==> src/rtl/crf_pkg.sv <==
// constants and types for the conversion-rate and fan pwm register bank
// Summary of operation
// RULE1: rate code 0..9 picks 0.05 Hz up to 26 Hz; resets to 8 (13 Hz).
// RULE2: rate codes above 9 behave exactly like code 9, 26 Hz.
// RULE3: rate register bits 7:4 ignore writes and read back as zero.
// RULE4: in standby a one-shot write runs one full conversion, then idles.
// RULE5: one-shot register is write-only; any data value triggers.
// RULE6: standard pwm mode uses six-bit duty scaled by the frequency field.
// RULE7: pwm frequency field zero behaves exactly like one.
// RULE8: pwm period is twice frequency in ticks; duty saturates at full scale.
package crf_pkg;
  // ---------------------------------------------------------------
  // register map
  // ---------------------------------------------------------------
  localparam logic [7:0] ADDR_CONV_RATE = 8'h04;
  localparam logic [7:0] ADDR_CONV_RATE_ALT = 8'h0a;
  localparam logic [7:0] ADDR_ONE_SHOT = 8'h0f;
  localparam logic [7:0] ADDR_PWM_DUTY = 8'h4c;
  localparam logic [7:0] ADDR_PWM_FREQ = 8'h4d;
  localparam logic [7:0] ADDR_MAKER = 8'hfe;
  localparam logic [7:0] ADDR_REVISION = 8'hff;
  localparam logic [7:0] RDATA_UNMAPPED = 8'h00;
  // ---------------------------------------------------------------
  // fields and reset values
  // ---------------------------------------------------------------
  localparam int CONV_CODE_W = 4;
  localparam int PWM_FREQ_W = 5;
  localparam int PWM_DUTY_W = 6;
  localparam int NUM_RATES = 10;
  localparam logic [3:0] CONV_CODE_RESET = 4'h8;
  localparam logic [3:0] CONV_CODE_MAX = 4'h9;
  localparam logic [3:0] CONV_PAD_ZERO = 4'h0;
  localparam logic [4:0] PWM_FREQ_RESET = 5'h08;
  localparam logic [4:0] PWM_FREQ_ZERO = 5'h00;
  localparam logic [4:0] PWM_FREQ_ONE = 5'h01;
  localparam logic [5:0] PWM_DUTY_RESET = 6'h00;
  localparam logic [1:0] PWM_PAD2 = 2'h0;
  localparam logic [2:0] PWM_PAD3 = 3'h0;
  // arbitrary identity values, not those of any real part
  localparam logic [7:0] MAKER_CODE_DEF = 8'h5a;
  localparam logic [7:0] REVISION_CODE_DEF = 8'h3c;
  // ---------------------------------------------------------------
  // timing
  // ---------------------------------------------------------------
  localparam int CLK_HZ_DEF = 20_000_000;
  localparam int PWM_TICK_HZ = 360_000;
  localparam longint MHZ_PER_HZ = 1000;
  // conversion rates in millihertz, indexed by rate code
  localparam int RATE_MHZ [NUM_RATES] = '{50, 100, 204, 406, 813,
                                          1625, 3250, 6500, 13000, 26000};

  typedef enum logic [1:0] {
    ST_IDLE = 2'b01,
    ST_BUSY = 2'b10
  } crf_state_t;

  // cycles per conversion period, rounded down
  function automatic logic [31:0] crf_period_cycles(input int clk_hz,
                                                     input int idx);
    longint p;
    p = (longint'(clk_hz) * MHZ_PER_HZ) / longint'(RATE_MHZ[idx]);
    return p[31:0];
  endfunction
endpackage

==> src/rtl/crf_pwm_if.sv <==
// carrier between the register bank and its pwm generator
`timescale 1ns/1ps
`default_nettype none
interface crf_pwm_if;
  logic [4:0] freq;
  logic [5:0] duty;
  logic pwm_level;
  modport ctrl(output freq, output duty, input pwm_level);
  modport gen(input freq, input duty, output pwm_level);
endinterface
`default_nettype wire

==> src/rtl/crf_pwm_gen.sv <==
// standard-resolution fan pwm generator
`timescale 1ns/1ps
`default_nettype none
module crf_pwm_gen
  import crf_pkg::*;
#(
  parameter int CLK_HZ = CLK_HZ_DEF
) (
  input wire logic i_clk_sys,
  input wire logic i_rst_b,
  crf_pwm_if.gen pwm
);
  localparam int TICK_DIV = CLK_HZ / PWM_TICK_HZ;
  localparam logic [15:0] TICK_LAST = 16'(TICK_DIV - 1);
  localparam logic [5:0] ONE6 = 6'h01;

  logic [15:0] pre, next_pre;
  logic [5:0] cnt, next_cnt;
  logic next_level;
  logic level;
  logic tick;
  logic [4:0] freq_eff;
  logic [5:0] period;
  logic [5:0] active;

  // ---------------------------------------------------------------
  // period and duty mapping
  // ---------------------------------------------------------------
  always_comb begin
    freq_eff = (pwm.freq == PWM_FREQ_ZERO) ? PWM_FREQ_ONE : pwm.freq; // [RULE7]
    period = {freq_eff, 1'b0}; // [RULE8]
    active = (pwm.duty > period) ? period : pwm.duty; // [RULE6] [RULE8]
  end

  // ---------------------------------------------------------------
  // tick prescaler and period counter
  // ---------------------------------------------------------------
  always_comb begin
    tick = (pre == TICK_LAST);
    next_pre = tick ? 16'h0000 : pre + 16'h0001;
    next_cnt = cnt;
    if (tick) begin
      next_cnt = (cnt >= period - ONE6) ? 6'h00 : cnt + ONE6; // [RULE8]
    end
    next_level = (cnt < active); // [RULE8]
  end

  always_ff @(posedge i_clk_sys or negedge i_rst_b) begin
    if (!i_rst_b) begin
      pre <= 16'h0000;
      cnt <= 6'h00;
      level <= 1'b0;
    end else begin
      pre <= next_pre;
      cnt <= next_cnt;
      level <= next_level;
    end
  end

  assign pwm.pwm_level = level;
endmodule
`default_nettype wire

==> src/rtl/crf_regs.sv <==
// conversion-rate, one-shot, id and fan pwm register bank
`timescale 1ns/1ps
`default_nettype none
module crf_regs
  import crf_pkg::*;
#(
  parameter int CLK_HZ = CLK_HZ_DEF,
  parameter logic [7:0] MAKER_CODE = MAKER_CODE_DEF,
  parameter logic [7:0] REVISION_CODE = REVISION_CODE_DEF
) (
  input wire logic i_clk_sys,
  input wire logic i_rst_b,
  input wire logic i_wr_en,
  input wire logic i_rd_en,
  input wire logic [7:0] i_addr,
  input wire logic [7:0] i_wdata,
  input wire logic i_standby,
  input wire logic i_conv_done,
  output logic [7:0] o_rdata,
  output logic o_rd_valid,
  output logic o_conv_start,
  output logic o_busy,
  output logic o_fan_pwm
);
  crf_pwm_if pwm_bus ();

  logic [31:0] period_tab [NUM_RATES];
  logic [3:0] conv_code, next_conv_code;
  logic [5:0] duty, next_duty;
  logic [4:0] freq, next_freq;
  logic [7:0] next_rdata;
  logic next_rd_valid;
  logic oneshot_pend, next_oneshot_pend;
  logic [31:0] timer, next_timer;
  logic [31:0] period_sel;
  logic due;
  crf_state_t state, next_state;
  logic next_conv_start;
  logic wr_rate, wr_oneshot;

  // ---------------------------------------------------------------
  // conversion period table
  // ---------------------------------------------------------------
  for (genvar i = 0; i < NUM_RATES; i++) begin : g_rate
    assign period_tab[i] = crf_period_cycles(CLK_HZ, i); // [RULE1]
  end

  always_comb begin
    if (conv_code > CONV_CODE_MAX) begin
      period_sel = period_tab[CONV_CODE_MAX]; // [RULE2]
    end else begin
      period_sel = period_tab[conv_code]; // [RULE1]
    end
  end

  // ---------------------------------------------------------------
  // register writes and reads
  // ---------------------------------------------------------------
  always_comb begin
    wr_rate = i_wr_en && (i_addr == ADDR_CONV_RATE ||
                          i_addr == ADDR_CONV_RATE_ALT);
    wr_oneshot = i_wr_en && (i_addr == ADDR_ONE_SHOT); // [RULE5]
    next_conv_code = wr_rate ? i_wdata[3:0] : conv_code; // [RULE3]
    next_duty = duty;
    next_freq = freq;
    if (i_wr_en && i_addr == ADDR_PWM_DUTY) begin
      next_duty = i_wdata[5:0]; // [RULE6]
    end
    if (i_wr_en && i_addr == ADDR_PWM_FREQ) begin
      next_freq = i_wdata[4:0];
    end
    next_rd_valid = i_rd_en;
    next_rdata = o_rdata;
    if (i_rd_en) begin
      case (i_addr)
        ADDR_CONV_RATE, ADDR_CONV_RATE_ALT: begin
          next_rdata = {CONV_PAD_ZERO, conv_code}; // [RULE3]
        end
        ADDR_PWM_DUTY: next_rdata = {PWM_PAD2, duty};
        ADDR_PWM_FREQ: next_rdata = {PWM_PAD3, freq};
        ADDR_MAKER: next_rdata = MAKER_CODE;
        ADDR_REVISION: next_rdata = REVISION_CODE;
        default: next_rdata = RDATA_UNMAPPED; // [RULE5]
      endcase
    end
  end

  always_ff @(posedge i_clk_sys or negedge i_rst_b) begin
    if (!i_rst_b) begin
      conv_code <= CONV_CODE_RESET; // [RULE1]
      duty <= PWM_DUTY_RESET;
      freq <= PWM_FREQ_RESET;
      o_rdata <= RDATA_UNMAPPED;
      o_rd_valid <= 1'b0;
    end else begin
      conv_code <= next_conv_code;
      duty <= next_duty;
      freq <= next_freq;
      o_rdata <= next_rdata;
      o_rd_valid <= next_rd_valid;
    end
  end

  // ---------------------------------------------------------------
  // conversion scheduler
  // ---------------------------------------------------------------
  always_comb begin
    due = (timer >= period_sel - 32'h1);
    next_timer = (i_standby || due) ? 32'h0 : timer + 32'h1;
    next_oneshot_pend = oneshot_pend;
    next_state = state;
    next_conv_start = 1'b0;
    case (state)
      ST_IDLE: begin
        if (oneshot_pend || (due && !i_standby)) begin
          next_conv_start = 1'b1; // [RULE4]
          next_state = ST_BUSY;
          next_oneshot_pend = 1'b0;
        end
      end
      ST_BUSY: begin
        if (i_conv_done) begin
          next_state = ST_IDLE; // [RULE4]
        end
      end
      default: next_state = ST_IDLE;
    endcase
    if (wr_oneshot && i_standby) begin
      next_oneshot_pend = 1'b1; // [RULE4] [RULE5]
    end
  end

  always_ff @(posedge i_clk_sys or negedge i_rst_b) begin
    if (!i_rst_b) begin
      timer <= 32'h0;
      oneshot_pend <= 1'b0;
      state <= ST_IDLE;
      o_conv_start <= 1'b0;
      o_busy <= 1'b0;
    end else begin
      timer <= next_timer;
      oneshot_pend <= next_oneshot_pend;
      state <= next_state;
      o_conv_start <= next_conv_start;
      o_busy <= (next_state == ST_BUSY);
    end
  end

  // ---------------------------------------------------------------
  // fan pwm
  // ---------------------------------------------------------------
  assign pwm_bus.freq = freq;
  assign pwm_bus.duty = duty;
  assign o_fan_pwm = pwm_bus.pwm_level;

  crf_pwm_gen #(
    .CLK_HZ(CLK_HZ)
  ) u_pwm (
    .i_clk_sys(i_clk_sys),
    .i_rst_b(i_rst_b),
    .pwm(pwm_bus)
  );
endmodule
`default_nettype wire

==> config.mk <==
export PLATFORM = sky130hd
export DESIGN_NAME = crf_regs
export DESIGN_NICKNAME = d
export VERILOG_FILES = /design/src/rtl/crf_pkg.sv /design/src/rtl/crf_pwm_if.sv /design/src/rtl/crf_pwm_gen.sv /design/src/rtl/crf_regs.sv
export SDC_FILE = /design/constraint.sdc
export NUM_CORES = 1
export LEC_CHECK = 0
export BUFFER_PORTS_ARGS = -buffer_cell sky130_fd_sc_hd__buf_2
export CORE_UTILIZATION = 45
export CTS_CLUSTER_SIZE = 8
export DETAILED_ROUTE_END_ITERATION = 16
export GPL_TIMING_DRIVEN = 0
export HOLD_SLACK_MARGIN = 0.08
export PLACE_DENSITY = 0.74
export SYNTH_ARGS = -nofsm -noshare
export SYNTH_HDL_FRONTEND = slang
export SYNTH_HIERARCHICAL = 1
export SYNTH_SLANG_ARGS = --single-unit
==> constraint.sdc <==
create_clock -name i_clk_sys -period 4.6 [get_ports i_clk_sys]
set_clock_uncertainty 0.15 [all_clocks]
set_input_delay 0.69 -clock i_clk_sys [delete_from_list [all_inputs] [get_ports i_clk_sys]]
set_output_delay 0.69 -clock i_clk_sys [all_outputs]
set_load 0.005 [all_outputs]
==> results of run 1 <==
flip-flops by register name, indices dropped and copies added (netlist names), 2 cells and up:
signal,flops
freq,5
u_pwm/pre,16
duty,6
o_rdata,7
state,2
u_pwm/cnt,6
timer,32
conv_code,4
through the flow:
step | worst slack [ps] | power (W) | cell area, µm² | TNS, ps
floorplan | 539.2 | 0.001089 | 5789 | 0
global placement | -315.1 | 0.001189 | 6155 | -10220
detailed placement | -343.3 | 0.001212 | 6177 | -10320
CTS | 41.30 | 0.001898 | 6491 | 0
global route | -29.85 | 0.001998 | 6534 | -65.23
finish | 277.1 | 0.001893 | 6534 | 0
where the power goes:
part | internal (W) | total [W] | switching [W]
Clock | 0.000368 | 0.000677 | 0.000308
Sequential | 0.000757 | 0.000781 | 0.0000233
Combinational | 0.000182 | 0.000436 | 0.000253
worst max path at each step:
stage                       startpoint   endpoint  cells past startpoint
final                     conv_code[0]  timer[10]                     18
after global routing      conv_code[2]  timer[10]                     18
after CTS                 conv_code[0]  timer[10]                     18
after detailed placement  conv_code[0]  timer[10]                     19
after global placement    conv_code[0]  timer[30]                     19
after floorplan           conv_code[0]  timer[25]                     19
metal layers:
layer  track usage  vias up  share of wire
met5             0        -              0
met1        0.2620     2330           0.46
met2        0.3429      103           0.49
li1              -     2305              -
met4       0.04848        0          0.014
met3       0.04692       20          0.042
logic make-up (layout without fill, tap and decap cells):
logic type / Yosys count / count (layout)
AO/OA/AOI/OAI: 107 / 107
multiplexers: 28 / 28
XOR/XNOR: 51 / 51
adder cells (fa/ha/maj): 62 / 62
buffers and inverters: 59 / 109
flip-flops: 83 / 83
other: 2 / 4
AND/OR/NAND/NOR: 235 / 235
cell usage in the layout (no fill, tap or decap), types with 19 or more instances in the layout:
master and instances:
a21oi_1 35, buf_2 32, dfrtp_1 77, ha_1 61
inv_1 37, mux2_2 19, nand2_1 37, nand3_1 22
nand4_1 19, nor2_1 79, nor3_1 19, o21ai_0 21
xnor2_1 35
cells in the mapped netlist, types with 2 or more instances:
master    number
a211oi_1       3
a211oi_2       2
a21boi_0       2
a21o_1         6
a21oi_1       36
a221o_1        2
a22oi_1        2
a31oi_1        4
a32o_1         2
and2_1         5
and3_1         5
and4_1         5
buf_1          2
buf_2          4
buf_4          2
buf_6          4
clkbuf_1       9
conb_1         2
dfrtp_1       80
dfstp_2        3
ha_1          62
inv_1         38
mux2_2        19
mux2i_1        8
nand2_1       37
nand2b_1       4
nand3_1       22
nand4_1       19
nor2_1        81
nor2b_1        6
nor3_1        20
nor3_2         2
nor4_1         7
nor4b_1        2
o21a_1         3
o21ai_0       22
o21ai_1        3
o22ai_1        3
o31ai_1        4
or2_2          2
or3_1          3
xnor2_1       35
xor2_1        16
what timing repair did:
item,4_1_cts,5_1_grt
endpoints found under the setup margin,36,36
gates resized for setup,8,8
setup buffers,0,5
pin swaps,1,0
cloned,0,0
worst max-delay path, cell delays in order (launching register included):
cell and delay [ps]:
dfrtp_2 470, buf_4 170, or2_1 210, buf_2 170, o21ai_2 340, nand2_1 160
ha_1 250, nor2b_1 170, nand2_1 140, nor3_2 80, xor2_1 170, ha_1 290
nand4_1 130, a211oi_1 70, or3_1 400, o311ai_4 390, nand3b_4 180, buf_6 180
nor2_1 120
final cells by class:
cell class                 instances  share of cell area
timing repair buffer              36             0.03217
tap                              172             0.03294
clock buffer                       9             0.03447
buffer                            19             0.01819
multi-input combinational        487              0.5331
clock inverter                     7            0.008234
sequential                        83              0.3190
inverter                          38             0.02183
==> key figures, run 1 <==
Status
  – Status: finished, final reports clean

Global route
  – Gr usage total: 0.2030
  – Initial antenna violation count: 0
  – First-pass GRT wire length: 21730 µm
  – Vias in the first global route: between 4000 and 5000
  – Final global-route overflow total: 0
  – Largest net degree at the start of global routing: between 40 and 50

Finish
  – # fillers: ~1100
  – Antenna diode count: 0
  – Fin cells: 851
  – Fin util: 0.5199
  – Reg area: around 2100 µm²
  – Nets: 758
  – Layout cell share with drive strength beyond 1: 0.1723
  – Area taken by multi-input logic gates: 3483 µm²
  – Layout area overhead: 13.01%

Timing
  – Final hold vios: 0
  – Tightest Pin Transition: approximately 710 ps
  – Hold Slack: between 150 and 200 ps
  – Final setup vio count: 0
  – F_max: 0.2313 GHz
  – Final min period: about 4300 ps
  – Normalized max-slew margin: 0.5218
  – Final Cycle Share: 0.9398
  – Fin. max-slew vios: 0

Logic synthesis
  – Flops & latches, synth: between 80 and 90
  – XOR/XNOR Fraction of Synth Area: 0.07726
  – Distinct cells, synth: 72
  – EDFF count, synth: 0
  – Number of synthesis warnings: 6
  – Leading cell types by total area after synthesis: dfrtp_1 (35%), ha_1 (13%), xnor2_1 (5.3%), nor2_1 (5.3%), mux2_2 (3.7%)
  – Largest family of logic cells by synthesized area: simple AND/OR/NAND/NOR gates
  – Post-Synth Adder-Cell Area: 0.1342
  – Mapped Area: a little under 6000 µm²
  – Main synth FF type: dfrtp_1
  – Post-synthesis simple-gate area fraction: 0.2077
  – Avg Synthesized Cell Area: 9.221 µm²
  – Register area share after synthesis: 0.3599
  – Compound-Gate Fraction of Synth Area: 0.1205
  – Post-synthesis mux area share: 0.05345
  – Cells after Synth: 627
  – Synth area leader: dfrtp_1
  – Async SR Flop Fraction: 1.000
  – Area share of the largest cell type after synthesis: 0.3462

Routing
  – Drc violations: 0
  – Post-route ant nets: 0
  – Via/cell ratio: roughly 5.6
  – DR iter-0 viols: 251
  – Routed via count: about 4800
  – First-pass DRT Iterations: 5
  – Drt wl/cell: 15.09 µm
  – WL final: 12840 µm

Placed design
  – Post-detail-place hpwl: 9627 µm
  – Placed cell count: 832
  – Gp weighted congestion: slightly below 0.9
  – I/O Buffers: 30

Die
  – Die height: between 100 and 150 µm
  – Row count: 41
  – Die Width: 115.4 µm
  – Die area: around 13000 µm²
  – Io pins: 34
  – Initial Utilization: 0.4600
  – CORE AREA: between 10000 and 15000 µm²

Setup path
  – Crit path kind: flop to flop
  – Crit path arrival time: between 4000 and 5000 ps
  – Worst Reg-to-Reg Cells: 18
  – CP endpoint kind: flop
  – Critical Path Start Type: flop
  – Crit-path max FO: 10
  – Critical R2R Launch: conv_code[0]
  – WP data required: approximately 4700 ps
  – Worst r2r dst: timer[10]
  – R2r setup slk: 280 ps

Clock tree
  – Clk sink count: a little over 80
  – Hold-fix buffers, CTS: 0
  – Num CTS Buffers: 9
  – Clk root buf: clkbuf_16
  – CTS tree: done
  – Clk buf depth: 2
  – Reg clk slew, reported paths: around 60 ps
  – Number of H-tree levels: 3
  – Worst-Skew Late Latency: ~340 ps

Power and ir drop
  – Max VDD drop: roughly 0.00017 V
  – PwrDens: approximately 290 nW/µm²
  – Leak: approximately 3 nW

Job
  – Max cap viols: 0

Worst hold path
  – HP Class: input port to asynchronous set/reset pin
(Power assumes the default switching activity.)
==> run 2, diff against run 1 <==
--- a/config.mk
+++ b/config.mk
@@ -6,12 +6,12 @@
 export NUM_CORES = 1
 export LEC_CHECK = 0
 export BUFFER_PORTS_ARGS = -buffer_cell sky130_fd_sc_hd__buf_2
-export CORE_UTILIZATION = 45
+export CORE_UTILIZATION = 30
 export CTS_CLUSTER_SIZE = 8
 export DETAILED_ROUTE_END_ITERATION = 16
 export GPL_TIMING_DRIVEN = 0
 export HOLD_SLACK_MARGIN = 0.08
-export PLACE_DENSITY = 0.74
+export PLACE_DENSITY = 0.57
 export SYNTH_ARGS = -nofsm -noshare
 export SYNTH_HDL_FRONTEND = slang
 export SYNTH_HIERARCHICAL = 1
==> key figures, run 2 (synthesized netlist as in run 1, its figures left out) <==
Status
  – Status: finished, final reports clean

Power and ir drop
  – P_int: roughly 0.0014 W
  – Sw Ratio: 0.2841
  – Max VDD drop: approximately 0.00018 V
  – Power share of the clock group: 0.397
  – Sequential share of power: 0.387
  – PwrDens: between 300 and 400 nW/µm²
  – NetSw: around 0.00057 W
  – Leak: 3.042 nW
  – Logic pwr share: 0.215
  – Power, Total: just over 0.002 W

Setup path
  – Buf/Inv on CP: 2
  – Critical Path Start Type: flop
  – Crit path arrival time: around 4400 ps
  – Crit-path max FO: 10
  – Worst Reg-to-Reg Cells: 18
  – Worst r2r dst: timer[29]
  – Critical path launch point: conv_code[1]
  – Crit path kind: flop to flop
  – Most common cell on crit path: ha_1
  – CP endpoint kind: flop
  – Worst path cell trace: inv_1, ha_1, nor2_4, o21ai_4, nand2_1, ha_1, nor2b_2, nand2_1, nor3_2, xor2_1, ha_1, nand4_1, a211oi_1, or3_1, o311ai_4, nand3b_4, buf_6, nor2_1
  – Max incr delay on CP: between 400 and 500 ps
  – Critical R2R Launch: conv_code[1]
  – CP delay by family, top: simple AND/OR/NAND/NOR gates
  – Critical path depth: 18
  – Critical path's slowest cell: dfrtp_2
  – WP data required: between 4000 and 5000 ps
  – R2r setup slk: 300 ps

Finish
  – Reg area: approximately 2100 µm²
  – Layout area overhead: 15.43%
  – # fillers: between 1500 and 2000
  – Layout cell share with drive strength beyond 1: 0.1684
  – Max FFs per register: 32
  – Commonest non-fill, non-tap cells in the layout: nor2_1 (79), dfrtp_1 (77), ha_1 (61)
  – Area taken by multi-input logic gates: around 3500 µm²
  – Most flop-heavy register: timer
  – Top Registers: timer (32), u_pwm/pre (16), o_rdata (7)
  – Nets: between 700 and 800
  – Antenna diode count: 0
  – Fin cells: a little over 900
  – Most common library cell in the layout ignoring fill and taps: nor2_1

Timing
  – Unrepaired setup endpoints after global routing: false
  – Normalized max-slew margin: 0.5622
  – Tightest Pin Transition: about 650 ps
  – Final setup vio count: 0
  – Final min period: around 4300 ps
  – Final Cycle Share: 0.9356
  – Fin Setup TNS: 0 ps
  – Fin. max-slew vios: 0
  – Final hold vios: 0
  – F_max: 0.2324 GHz
  – Hold Slack: approximately 180 ps

Global route
  – Largest net degree at the start of global routing: 45
  – Gr usage total: 0.1381
  – Initial antenna violation count: 1
  – Vias in the first global route: 4400
  – First-pass GRT wire length: roughly 22000 µm
  – Final global-route overflow total: 0

Clock tree
  – Hold-fix buffers, CTS: 0
  – CTS tree: done
  – Worst-Skew Late Latency: ~350 ps
  – Clk root buf: clkbuf_16
  – Num CTS Buffers: 9
  – Clk buf depth: 2
  – Reg clk slew, reported paths: roughly 60 ps
  – Clk sink count: 83
  – Number of H-tree levels: 3

Routing
  – Drc violations: 0
  – Drt wl/cell: 14.11 µm
  – Via/cell ratio: approximately 5.0
  – WL final: roughly 13000 µm
  – DR iter-0 viols: slightly above 200
  – First-pass DRT Iterations: 5
  – Post-route ant nets: 0
  – Routed via count: 4551

Die
  – CORE AREA: between 15000 and 20000 µm²
  – Initial Utilization: 0.3081
  – Die Width: between 100 and 150 µm
  – Io pins: 34
  – Die height: 140.8 µm
  – Die area: between 15000 and 20000 µm²
  – Row count: 50

Placed design
  – I/O Buffers: 30
  – Gp weighted congestion: between 0.8 and 0.9
  – Placed cell count: 894
  – Post-detail-place hpwl: between 9000 and 10000 µm

Worst hold path
  – HP Class: input port to asynchronous set/reset pin

Job
  – Max cap viols: 0
run 2: cell count changes in the layout (fill, tap and decap cells not counted), moves of 2 or more:
cell	previous run	this run
bufinv_16	0	2
nor2_2	3	1
clkinv_4	2	0
clkbuf_8	0	2
clkinvlp_4	3	1
buf_4	8	6
nor2_4	0	2
run 2: worst max-delay path by stage:
stage           endpoint  slack, ps
6_report       timer[29]        300
5_1_grt        timer[29]          6
4_1_cts        timer[19]         50
3_5_place_dp   timer[30]       -540
3_3_place_gp   timer[27]       -510
2_1_floorplan  timer[25]        540
run 2: routing by layer:
metal	GRT usage	vias to the layer above	wire (µm)
met5	0	-	8
met4	0.03661	2	149
met3	0.03295	19	488
met2	0.2192	68	5887
met1	0.1875	2166	6323
li1	-	2296	-
run 2: repair_timing:
item                       CTS  global route
setup endpoints to repair   36            36
setup buffers                1             2
gates resized for setup      9             9
cloned                       0             0
pin swaps                    1             2
hold endpoints to repair     0             0
run 2: final cells by class:
class / instances / area share
Timing Repair Buffer: 34 / 0.03037
Buffer: 19 / 0.01781
Tap cell: 234 / 0.04387
Clock inverter: 4 / 0.01087
Multi-Input combinational cell: 487 / 0.5249
Clock buffer: 12 / 0.03843
Inverter: 38 / 0.02137
Sequential cell: 83 / 0.3123
run 2: power by group through the flow:
stage / clock [W] / combinational, W / sequential, W
2_1_floorplan: 0 / 0.000301 / 0.000789
3_3_place_gp: 0 / 0.000407 / 0.000795
3_5_place_dp: 0 / 0.000417 / 0.000794
4_1_cts: 0.000826 / 0.000427 / 0.000779
5_1_grt: 0.000854 / 0.000494 / 0.000784
6_report: 0.000801 / 0.000434 / 0.000781
run 2: metrics by stage:
stage	cell area [µm²]	worst slack, ps	util
finish	6674	296.2	0.3556
global route	6674	5.558	0.3556
CTS	6633	50.73	0.3534
detailed placement	6262	-535.8	0.3337
global placement	6232	-510.2	0.3321
floorplan	5789	539.2	-
